**config.mk**
```make
export PLATFORM = sky130hd
export DESIGN_NAME = btpa_top
export DESIGN_NICKNAME = d
export VERILOG_FILES = /design/src/btpa_pkg.sv /design/src/btpa_cbw_dec.sv /design/src/btpa_snap.sv /design/src/btpa_top.sv
export SDC_FILE = /design/constraint.sdc
export NUM_CORES = 1
export LEC_CHECK = 0
export ABC_AREA = 1
export BUFFER_PORTS_ARGS = -buffer_cell sky130_fd_sc_hd__buf_2
export CORE_UTILIZATION = 60
export DETAILED_ROUTE_END_ITERATION = 6
export PLACE_DENSITY = 0.83
export REMOVE_ABC_BUFFERS = 1
export SLEW_MARGIN = 15
export SYNTH_ARGS = -nofsm -noshare
export SYNTH_HDL_FRONTEND = slang
export SYNTH_HIERARCHICAL = 1
export SYNTH_SLANG_ARGS = --single-unit
```
**constraint.sdc**
```tcl
create_clock -name mclk -period 5.5 [get_ports mclk]
set_clock_uncertainty 0.2 [all_clocks]
set_input_delay 1.1 -clock mclk [delete_from_list [all_inputs] [get_ports mclk]]
set_output_delay 1.1 -clock mclk [all_outputs]
set_load 0.05 [all_outputs]
```
**src/btpa_pkg.sv**
```systemverilog
// constants and types shared by the board test pin access block
package btpa_pkg;
  // command wrapper byte positions
  localparam logic [4:0] CBW_LAST_IDX = 5'h1e;
  localparam logic [2:0] CBW_LEN_WORD = 3'h2; // bytes 8..11
  localparam logic [4:0] CBW_FLAGS_IDX = 5'h0c;
  localparam logic [4:0] CBW_CB0_IDX = 5'h0f;
  localparam logic [4:0] CBW_CB1_IDX = 5'h10;
  localparam int CBW_DIR_BIT = 7;
  localparam logic [7:0] SUBCMD_PIN_TEST = 8'h27;
  // data phase sizes
  localparam logic [31:0] LOAD_BYTES = 32'h0000_0007;
  localparam logic [31:0] READ_BYTES = 32'h0000_0008;
  // load packet field positions
  localparam int LD_DA_LSB = 1;
  localparam int LD_CS_LSB = 4;
  localparam int LD_RST_BIT = 7;
  localparam int LD_WR_BIT = 0;
  localparam int LD_RD_BIT = 1;
  localparam int LD_DMACK_BIT = 2;
  localparam int LD_DDEN_BIT = 7;
  localparam int LD_DD_LO = 2;
  localparam int LD_DD_HI = 3;
  // read packet field positions
  localparam int RD_INTRQ_BIT = 0;
  localparam int RD_VBUS_BIT = 6;
  localparam int RD_RST_BIT = 7;
  localparam int RD_IORDY_BIT = 3;
  localparam int RD_DMARQ_BIT = 4;
  localparam int RD_PEN_BIT = 5;
  localparam int RD_DDEN_BIT = 7;
  // configuration memory
  localparam int EE_BYTES = 256;
  localparam int EE_AW = $clog2(EE_BYTES);
  localparam logic [2:0] EE_DEV_ADDR = 3'h4; // straps a2..a0 = 1,0,0
  // pin values while nothing drives them
  localparam logic [1:0] CS_N_IDLE = 2'h3;
  // command sequencer states
  typedef enum logic [1:0] {
    BTPA_IDLE = 2'b00,
    BTPA_LOAD = 2'b01,
    BTPA_READ = 2'b10
  } btpa_state_t;
endpackage

```
**src/btpa_cbw_dec.sv**
```systemverilog
// command wrapper parser: length, direction and pin test match
`timescale 1ns/1ps
module btpa_cbw_dec (
  // clock and reset
  input wire logic mclk,
  input wire logic rst_n,
  // wrapper byte stream, byte 0 first
  input wire logic cbw_valid,
  input wire logic [7:0] cbw_byte,
  // designator taken from configuration data
  input wire logic [7:0] cfg_designator,
  // decoded command
  output logic cmd_pulse,
  output logic cmd_desig_ok,
  output logic cmd_sub_ok,
  output logic cmd_dir_in,
  output logic [31:0] cmd_len
);
  import btpa_pkg::*;

  typedef struct packed {
    logic [4:0] idx;
    logic pulse;
    logic desig_ok;
    logic sub_ok;
    logic dir_in;
    logic [31:0] len;
  } btpa_dec_s_t;

  btpa_dec_s_t q, d;

  ////////////////////////////////////////////////////////////////////////
  // byte counter and field capture
  always_comb begin
    d = q;
    d.pulse = 1'b0;
    if (cbw_valid) begin
      d.idx = (q.idx == CBW_LAST_IDX) ? 5'h00 : 5'(q.idx + 5'h01);
      if (q.idx[4:2] == CBW_LEN_WORD) begin
        d.len[q.idx[1:0]*8 +: 8] = cbw_byte;
      end
      if (q.idx == CBW_FLAGS_IDX) begin
        d.dir_in = cbw_byte[CBW_DIR_BIT];
      end
      if (q.idx == CBW_CB0_IDX) begin
        d.desig_ok = (cbw_byte == cfg_designator);
      end
      if (q.idx == CBW_CB1_IDX) begin
        d.sub_ok = (cbw_byte == SUBCMD_PIN_TEST);
      end
      if (q.idx == CBW_LAST_IDX) begin
        d.pulse = 1'b1;
      end
    end
  end

  always_ff @(posedge mclk or negedge rst_n) begin
    if (!rst_n) begin
      q <= '0;
    end else begin
      q <= d;
    end
  end

  assign cmd_pulse = q.pulse;
  assign cmd_desig_ok = q.desig_ok;
  assign cmd_sub_ok = q.sub_ok;
  assign cmd_dir_in = q.dir_in;
  assign cmd_len = q.len;
endmodule // btpa_cbw_dec

```
**src/btpa_snap.sv**
```systemverilog
// one-instant snapshot of sampled pins and read byte select
`timescale 1ns/1ps
module btpa_snap (
  // clock and reset
  input wire logic mclk,
  input wire logic rst_n,
  // capture strobe
  input wire logic take,
  // sampled pins
  input wire logic intrq,
  input wire logic bus_power_good,
  input wire logic reset_echo,
  input wire logic iordy,
  input wire logic dmarq,
  input wire logic drive_port_enable_in,
  input wire logic dd_driven,
  input wire logic [15:0] dd_in,
  // byte select
  input wire logic [2:0] sel,
  input wire logic sel_ok,
  output logic [7:0] rd_byte
);
  import btpa_pkg::*;

  typedef struct packed {
    logic [7:0][7:0] snap;
  } btpa_snap_s_t;

  btpa_snap_s_t q, d;

  ////////////////////////////////////////////////////////////////////////
  // capture every pin at the same edge, reserved bits zero
  always_comb begin
    d = q;
    if (take) begin
      d.snap = '0;
      d.snap[0][RD_INTRQ_BIT] = intrq;
      d.snap[0][RD_VBUS_BIT] = bus_power_good;
      d.snap[0][RD_RST_BIT] = reset_echo;
      d.snap[1][RD_IORDY_BIT] = iordy;
      d.snap[1][RD_DMARQ_BIT] = dmarq;
      d.snap[1][RD_PEN_BIT] = drive_port_enable_in;
      d.snap[1][RD_DDEN_BIT] = dd_driven;
      d.snap[2] = dd_in[7:0];
      d.snap[3] = dd_in[15:8];
    end
  end

  always_ff @(posedge mclk or negedge rst_n) begin
    if (!rst_n) begin
      q <= '0;
    end else begin
      q <= d;
    end
  end

  assign rd_byte = sel_ok ? q.snap[sel] : 8'h00;
endmodule // btpa_snap

```
**src/btpa_top.sv**
```systemverilog
// board test pin access: pin test command, pin drive and pin sampling
// Function
// - sub-command byte must be 0x27
// - designator compared against configured value
// - transfer length from wrapper bytes 8-11
// - direction bit picks load or read
// - load enters test mode, pins from packet
// - load moves exactly seven bytes
// - only hard reset leaves test mode
// - load bytes 0,1 map address, selects, strobes
// - byte 1 bit 7 enables data bus
// - read returns one instant snapshot
// - read data phase is eight bytes
// - read packet bit mapping of inputs
// - inputs sampled any time in test mode
// - normal mode serves descriptors from memory
// - configuration memory is 256 bytes
// - memory device address straps 0x04
// - bad or missing signature gives board test
// - board test keeps storage port inactive
`timescale 1ns/1ps
module btpa_top #(
  parameter int LEN_W = 32
) (
  // clock and reset
  input wire logic mclk,
  input wire logic rst_n,
  // power-up configuration result
  input wire logic cfg_done,
  input wire logic cfg_sig_ok,
  input wire logic [7:0] cfg_designator,
  // command wrapper stream
  input wire logic cbw_valid,
  input wire logic [7:0] cbw_byte,
  // load data, host to device
  input wire logic dat_in_valid,
  input wire logic [7:0] dat_in_byte,
  output logic dat_in_ready,
  // read data, device to host
  output logic dat_out_valid,
  output logic [7:0] dat_out_byte,
  input wire logic dat_out_ready,
  // command end
  output logic cmd_done,
  output logic cmd_len_err,
  // mode status
  output logic mfg_mode,
  output logic test_mode,
  output logic storage_active,
  // functional storage port control
  input wire logic [2:0] fn_da,
  input wire logic [1:0] fn_cs_n,
  input wire logic fn_reset_n,
  input wire logic fn_wr_n,
  input wire logic fn_rd_n,
  input wire logic fn_dmack_n,
  input wire logic [15:0] fn_dd,
  input wire logic fn_dd_oe_n,
  // storage port pins
  output logic [2:0] da,
  output logic [1:0] cs_n,
  output logic drive_reset_output,
  output logic write_strobe_output,
  output logic read_strobe_output,
  output logic dma_ack_output,
  output logic [15:0] dd_out,
  output logic dd_oe_n,
  input wire logic [15:0] dd_in,
  input wire logic intrq,
  input wire logic iordy,
  input wire logic dmarq,
  input wire logic bus_power_good,
  input wire logic drive_port_enable_in,
  // descriptor reads from configuration memory
  input wire logic desc_req,
  input wire logic [btpa_pkg::EE_AW-1:0] desc_addr,
  output logic desc_valid,
  output logic [7:0] desc_data,
  output logic ee_req,
  output logic [btpa_pkg::EE_AW-1:0] ee_addr,
  output logic [2:0] ee_dev_addr,
  input wire logic ee_ack,
  input wire logic [7:0] ee_data
);
  import btpa_pkg::*;

  typedef struct packed {
    btpa_state_t st;
    logic [LEN_W-1:0] len;
    logic [LEN_W-1:0] cnt;
    logic [6:0][7:0] pkt;
    logic test_mode;
    logic mfg_mode;
    logic cfg_seen;
    logic done;
    logic len_err;
    logic [2:0] da;
    logic [1:0] cs_n;
    logic rst_o;
    logic wr_n;
    logic rd_n;
    logic dmack_n;
    logic [15:0] dd;
    logic dd_oe_n;
    logic ee_req;
    logic [EE_AW-1:0] ee_addr;
    logic desc_valid;
    logic [7:0] desc_data;
  } btpa_top_s_t;

  btpa_top_s_t q, d;

  logic dec_pulse;
  logic dec_desig_ok;
  logic dec_sub_ok;
  logic dec_dir_in;
  logic [31:0] dec_len;
  logic snap_take;
  logic [7:0] snap_byte;
  logic hit;
  logic last_beat;

  ////////////////////////////////////////////////////////////////////////
  // wrapper parser and pin snapshot
  btpa_cbw_dec u_dec (
    .mclk(mclk),
    .rst_n(rst_n),
    .cbw_valid(cbw_valid),
    .cbw_byte(cbw_byte),
    .cfg_designator(cfg_designator),
    .cmd_pulse(dec_pulse),
    .cmd_desig_ok(dec_desig_ok),
    .cmd_sub_ok(dec_sub_ok),
    .cmd_dir_in(dec_dir_in),
    .cmd_len(dec_len)
  );

  btpa_snap u_snap (
    .mclk(mclk),
    .rst_n(rst_n),
    .take(snap_take),
    .intrq(intrq),
    .bus_power_good(bus_power_good),
    .reset_echo(q.rst_o),
    .iordy(iordy),
    .dmarq(dmarq),
    .drive_port_enable_in(drive_port_enable_in),
    .dd_driven(!q.dd_oe_n),
    .dd_in(dd_in),
    .sel(q.cnt[2:0]),
    .sel_ok(q.cnt < LEN_W'(READ_BYTES)),
    .rd_byte(snap_byte)
  );

  ////////////////////////////////////////////////////////////////////////
  // command acceptance terms
  assign hit = dec_pulse && dec_desig_ok && dec_sub_ok;
  assign snap_take = hit && q.mfg_mode && dec_dir_in && q.st == BTPA_IDLE;
  assign last_beat = (LEN_W'(q.cnt + 1'b1) == q.len);

  ////////////////////////////////////////////////////////////////////////
  // sequencer, pin drive and descriptor path
  always_comb begin
    d = q;
    d.done = 1'b0;
    d.ee_req = 1'b0;
    d.desc_valid = 1'b0;
    // power-up memory check picks the mode once
    if (cfg_done && !q.cfg_seen) begin
      d.cfg_seen = 1'b1;
      d.mfg_mode = !cfg_sig_ok;
    end
    unique case (q.st)
      BTPA_IDLE: begin
        // a mismatched wrapper falls through untouched
        if (hit && q.mfg_mode) begin
          d.len = LEN_W'(dec_len);
          d.cnt = '0;
          d.len_err = 1'b0;
          if (dec_len == 32'h0) begin
            d.done = 1'b1;
          end else if (dec_dir_in) begin
            d.st = BTPA_READ;
            d.len_err = (dec_len != READ_BYTES);
          end else begin
            d.st = BTPA_LOAD;
            d.len_err = (dec_len != LOAD_BYTES);
          end
        end
      end
      BTPA_LOAD: begin
        if (dat_in_valid) begin
          // a wrong-length load must not disturb the held packet
          if (q.cnt < LEN_W'(LOAD_BYTES) && !q.len_err) begin
            d.pkt[q.cnt[2:0]] = dat_in_byte;
          end
          d.cnt = LEN_W'(q.cnt + 1'b1);
          if (last_beat) begin
            d.st = BTPA_IDLE;
            d.done = 1'b1;
            // only a seven-byte load enters test mode, then the packet drives the pins
            if (!q.len_err) begin
              d.test_mode = 1'b1;
            end else begin
              d.pkt = q.pkt;
            end
          end
        end
      end
      BTPA_READ: begin
        if (dat_out_ready) begin
          d.cnt = LEN_W'(q.cnt + 1'b1);
          if (last_beat) begin
            d.st = BTPA_IDLE;
            d.done = 1'b1;
          end
        end
      end
      default: begin
        d.st = BTPA_IDLE;
      end
    endcase
    // pin drive: packet in test mode, idle in board test or before the memory check, else functional
    if (q.test_mode) begin
      d.da = q.pkt[0][LD_DA_LSB +: 3];
      d.cs_n = q.pkt[0][LD_CS_LSB +: 2];
      d.rst_o = q.pkt[0][LD_RST_BIT];
      d.wr_n = q.pkt[1][LD_WR_BIT];
      d.rd_n = q.pkt[1][LD_RD_BIT];
      d.dmack_n = q.pkt[1][LD_DMACK_BIT];
      d.dd = {q.pkt[LD_DD_HI], q.pkt[LD_DD_LO]};
      d.dd_oe_n = !q.pkt[1][LD_DDEN_BIT];
    end else if (q.mfg_mode || !q.cfg_seen) begin
      d.da = '0;
      d.cs_n = CS_N_IDLE;
      d.rst_o = 1'b1;
      d.wr_n = 1'b1;
      d.rd_n = 1'b1;
      d.dmack_n = 1'b1;
      d.dd = '0;
      d.dd_oe_n = 1'b1;
    end else begin
      d.da = fn_da;
      d.cs_n = fn_cs_n;
      d.rst_o = fn_reset_n;
      d.wr_n = fn_wr_n;
      d.rd_n = fn_rd_n;
      d.dmack_n = fn_dmack_n;
      d.dd = fn_dd;
      d.dd_oe_n = fn_dd_oe_n;
    end
    // descriptor bytes come from the configuration memory in normal mode
    if (desc_req && q.cfg_seen && !q.mfg_mode) begin
      d.ee_req = 1'b1;
      d.ee_addr = desc_addr;
    end
    if (ee_ack) begin
      d.desc_valid = 1'b1;
      d.desc_data = ee_data;
    end
  end

  always_ff @(posedge mclk or negedge rst_n) begin
    if (!rst_n) begin
      q <= '0;
      q.st <= BTPA_IDLE;
      q.cs_n <= CS_N_IDLE;
      q.rst_o <= 1'b1;
      q.wr_n <= 1'b1;
      q.rd_n <= 1'b1;
      q.dmack_n <= 1'b1;
      q.dd_oe_n <= 1'b1;
    end else begin
      q <= d;
    end
  end

  ////////////////////////////////////////////////////////////////////////
  // outputs
  assign dat_in_ready = (q.st == BTPA_LOAD);
  assign dat_out_valid = (q.st == BTPA_READ);
  assign dat_out_byte = snap_byte;
  assign cmd_done = q.done;
  assign cmd_len_err = q.len_err;
  assign mfg_mode = q.mfg_mode;
  assign test_mode = q.test_mode;
  assign storage_active = q.cfg_seen && !q.mfg_mode;
  assign da = q.da;
  assign cs_n = q.cs_n;
  assign drive_reset_output = q.rst_o;
  assign write_strobe_output = q.wr_n;
  assign read_strobe_output = q.rd_n;
  assign dma_ack_output = q.dmack_n;
  assign dd_out = q.dd;
  assign dd_oe_n = q.dd_oe_n;
  assign desc_valid = q.desc_valid;
  assign desc_data = q.desc_data;
  assign ee_req = q.ee_req;
  assign ee_addr = q.ee_addr;
  assign ee_dev_addr = EE_DEV_ADDR;
endmodule // btpa_top

```
# --- Word level (Yosys, flattened, before mapping) ---
# Index checks and enable logic that the tools add are counted.
totals:
  out_inout_bits: 62
  elab_cells: 134
  reg_bits: 235
classes:
  n_mux: 40
  addsub: 3
  n_lt_le_gt_ge: 4
  bitwise: 1
  eq_ne: 17
  shift: 2
  n_reduce_logical: 30
op_table:
  columns: ["op", "count"]
  rows:
  - ["2-to-1 mux 56 bit", 2]
  - ["one-hot mux 32 bit (3 select lines)", 1]
  - ["2-to-1 mux 89 bit", 1]
  - ["2-to-1 mux 66 bit", 1]
  - ["2-to-1 mux 32 bit", 2]
  - ["2-to-1 mux 57 bit", 1]
  - ["bitwise mux 56 bit", 1]
  - ["2-to-1 mux 26 bit", 2]
  - ["2-to-1 mux 36 bit", 1]
  - ["negator 5 -> 34 bit", 1]
  - ["variable shift 8 x 34 -> 32 bit, first input constant", 1]
  - ["variable part select 8 x 34 -> 32 bit", 1]
  - ["adder 32 x 1 -> 32 bit, second input constant", 1]
  - ["bitwise mux 32 bit", 1]
  - ["equality test 32 bit", 1]
  - ["zero test 32 bit", 1]
  - ["less-than comparator 32 x 3 -> 1 bit, second input constant", 1]
  - ["less-than comparator 32 x 4 -> 1 bit, second input constant", 1]
  - ["!= test 32 x 3 -> 1 bit, second input constant", 1]
  - ["!= test 32 x 4 -> 1 bit, second input constant", 1]
  - ["binary-select mux 8 bit (select 3 bit)", 1]
  - ["demux 8 bit (select 3 bit)", 1]
  - ["2-to-1 mux 8 bit", 3]
  - ["2-to-1 mux 9 bit", 2]
  - ["other kinds (26)", 67]

# --- Longest topological paths before layout ---
logic_depth:
  word_depth: 10
  mapped_depth: 19

# --- By module ---
# The synthesis kept the hierarchy.
modules_own_cells:
  columns: ["module", "area_each_um2", "cells_per_inst", "n_inst"]
  rows:
  - ["btpa_top", 7905.1, 1088, 1]
  - ["btpa_cbw_dec", 2367.3, 282, 1]
  - ["btpa_snap", 1089.8, 120, 1]

# --- Worst setup path before layout ---
# No wires, ideal clock.
synth_path:
  path_kind: "register to output"
  start: "register q[114] in the netlist's numbering"
  end: "output dat_out_byte[1]"
  arrival_ns: 2.325
  stages_incl_launch_ff: 8
  path_slack_ns: 1.875
  t_required_ns: 4.200
  path_cell_list: "dfrtp_1 -> inv_1 -> nand4_1 -> nor3_1 -> nand3_1 -> nor3_2 -> nand2_1 -> a211oi_1"
synth_between:
  elab_chain_cells: 2
synth_rtl:
  columns: ["element", "line_no", "text"]
  rows:
  - ["from (decl)", "btpa_top.sv:111", "btpa_top_s_t q, d;"]
  - ["less-than comparator 32 x 4 -> 1 bit", "btpa_top.sv:151", ".sel_ok(q.cnt < LEN_W'(READ_BYTES)),"]
  - ["2-to-1 mux 8 bit", "btpa_snap.sv:57", "assign rd_byte = sel_ok ? q.snap[sel] : 8'h00;"]
  - ["to (decl)", "btpa_top.sv:41", "output logic [7:0] dat_out_byte,"]
# No other way between the ends.

# --- Worst setup path in the final report ---
layout_path:
  start: "register q[127] in the netlist's numbering"
  end: "output dat_out_byte[1]"
# Same word-level chain as after synthesis.

==> flow_summary.json <==
{
  "finalCritPeriodShare_pct": 70.5,
  "grt_pass1_vias": 9916,
  "period_minus_slack_ns": 3.88,
  "h-tree-depth": 1,
  "syn_inst": 1490,
  "drt_pass1_iterations": 6,
  "dp_cells": 1773,
  "power.density_nw_per_um2": 321,
  "setup_tns_ns": 0,
  "avgSynthCellArea_sq_um": 7.63,
  "via_count": 10300,
  "slew_headroom_pct": 35.4,
  "fin_ws_ns": 1.62,
  "place_congestion": 1.10,
  "area_growth_pct": 10.3,
  "drt_iter0_markers": 995,
  "grt_pass1_wl_microns": 49900,
  "slew_violations": 0,
  "cts_tree": "yes",
  "io_pins": 158,
  "ir_worst_vdd_mv": 0.273,
  "drive_gt1_share_pct": 17.5,
  "grt_max_degree": 113,
  "wl_per_cell_microns": 16.9,
  "grt.overflow.total": 0,
  "fill_cells": 1478,
  "path_class": "flip-flop to output pin",
  "cts_root_buffer": "clkbuf_16",
  "antenna_found_initial": 0,
  "status": "completed",
  "die_h_microns": 140,
  "synth_edf_count": 0,
  "yosysWarningCount": 6,
  "antennaDiodeCount": 0,
  "track_usage_pct": 32.1,
  "ys_ff_latch": 205,
  "place_worst_setup_slack_ns": 2.17,
  "detail-route-antenna-nets": 0,
  "placedInstanceArea_sq_um": 11800,
  "hold_viol": 0,
  "fin_nets": 1676,
  "async_flop_share_pct": 100,
  "rsz0062_at_grt": "false",
  "routed_wl_microns": 30700,
  "ys_types": 45,
  "core_sq_um": 18300,
  "stdcell_count": 1814,
  "yosysSeqAreaShare_pct": 45.2,
  "dp_hpwl_microns": 22000,
  "arrival_ns": 2.58,
  "netlist_area_sq_um": 11400,
  "clk_latency_ns": 0.51,
  "setup_viol": 0,
  "finalPower_w": 0.00402,
  "fmax_mhz": 258,
  "critPathLaunchType": "flip-flop",
  "drc_errors": 0,
  "cts_setup_buffers": 0,
  "cts_buffers": 23,
  "port_buffers": 154,
  "avgViaCountPerCell": 5.68,
  "die_w_microns": 140,
  "path_clk_slew_ns": 0.06,
  "die_area_sq_um": 19500,
  "hp-class": "flip-flop to flip-flop",
  "clock-sinks": 205,
  "ctsResizeCount": 0,
  "postCtsHoldBufs": 0,
  "yosys_most_used_dff": "dfrtp_1",
  "maxCapViolCount": 0,
  "cts.path.max_buffers": 3,
  "crit_required_ns": 4.20,
  "tightest_slew_ns": 0.967,
  "postLayoutCellArea_sq_um": 12500,
  "initial_core_util_pct": 62.2,
  "crit_path_end_kind": "output pin",
  "p_leak_nw": 6.49,
  "path_max_fanout": 8,
  "num_rows": 49
}
-- power by group --
part	leakage [nW]	internal (W)	switching, W
sequential	2.64	0.00163	0.000139
combinational	3.50	0.000226	0.000540
clock	0.352	0.000866	0.000618
-- layer usage --
layer | routed length, microns | GRT usage (%) | vias to the layer above
li1 | - | - | 4899
met1 | 12700 | 42.8 | 4849
met2 | 14500 | 52.3 | 461
met3 | 2240 | 4.99 | 92
met4 | 1260 | 14.5 | 0
met5 | 0 | 0 | -
-- cells by family (layout without fill, tap and decap cells) --
kind of cell	after synthesis	count (layout)	share of synthesized area, %
AND/OR/NAND/NOR	838	838	32.3
buffers and inverters	248	342	11.0
flip-flops	205	205	45.2
AO/OA/AOI/OAI	161	161	7.79
multiplexers	19	19	1.88
adder cells (fa/ha/maj)	11	11	1.21
XOR/XNOR	6	6	0.463
other	2	3	0.0661
-- cell usage in the layout (no fill, tap or decap), drive strengths merged, types with 2 or more instances in the layout --
| cell | instances |
|---|---|
| or4 | 3 |
| dfrtp | 198 |
| mux2 | 19 |
| nor3 | 16 |
| dfstp | 7 |
| clkinvlp | 3 |
| nand3b | 10 |
| inv | 137 |
| o21ai | 116 |
| nor2 | 133 |
| clkbuf | 36 |
| nor4 | 8 |
| a211oi | 3 |
| buf | 159 |
| clkinv | 7 |
| nand3 | 170 |
| nand2 | 480 |
| xor2 | 5 |
| nand4 | 15 |
| a31oi | 2 |
| ha | 11 |
| a21oi | 21 |
| o22ai | 15 |
| conb | 3 |
-- worst max-delay path, stage by stage (launching register included) --
cell	delay [ns]
dfrtp_1	0.43
nor4_1	0.31
nand4_1	0.23
nor3_2	0.28
nand2_1	0.28
a211oi_1	0.24
buf_2	0.30
-- cells in the mapped netlist (11+ instances only) --
master,number,area share (%)
nand4_1,14,0.77
nor3_1,14,0.62
nor2_1,117,3.9
ha_1,11,1.2
dfrtp_1,198,44
nand3_1,167,7.4
o21ai_0,102,4.5
mux2_2,19,1.9
nand2_1,469,15
buf_4,74,4.9
o22ai_1,15,0.83
clkbuf_1,22,0.73
a21oi_1,20,0.88
inv_1,131,4.3
-- path summary, 6_finish.rpt --
kind	startpoint	endpoint	slack [ns]	depth (start not counted)
setup / recovery	q[127]$_DFFE_PN0P_	dat_out_byte[1]	1.62	6
hold / removal	flip-flop	dd_oe_n$_DFF_PN1_	0.24	1
setup reg to reg	q[105]$_DFFE_PN0P_	q[169]$_DFFE_PN0P_	2.24	16
hold reg to reg	flip-flop	dd_oe_n$_DFF_PN1_	0.24	1
max in group asynchronous	rst_n	read_strobe_output$_DFF_PN1_	3.55	2
min in group asynchronous	rst_n	q[122]$_DFFE_PN0P_	0.48	1
-- metrics by stage --
stage | utilization [%] | hold WS [ns]
final | 68.6 | 0.245
after detailed placement | 64.6 | 0.235
after global routing | 68.6 | 0.269
after CTS | 68.6 | 0.244
after global placement | 64.6 | 0.223
after floorplan | - | 0.210
-- final cells by class --
cell class / instances / area (sq um) / share of cell area [%]
clock buffer: 35 / 691 / 5.51
inverter: 141 / 529 / 4.22
sequential: 205 / 5140 / 41.0
multi-input combinational: 1038 / 5000 / 39.9
tap: 229 / 287 / 2.29
timing repair buffer: 160 / 837 / 6.68
clock inverter: 6 / 41.3 / 0.330
No activity file was read; power rests on OpenSTA's default activity.
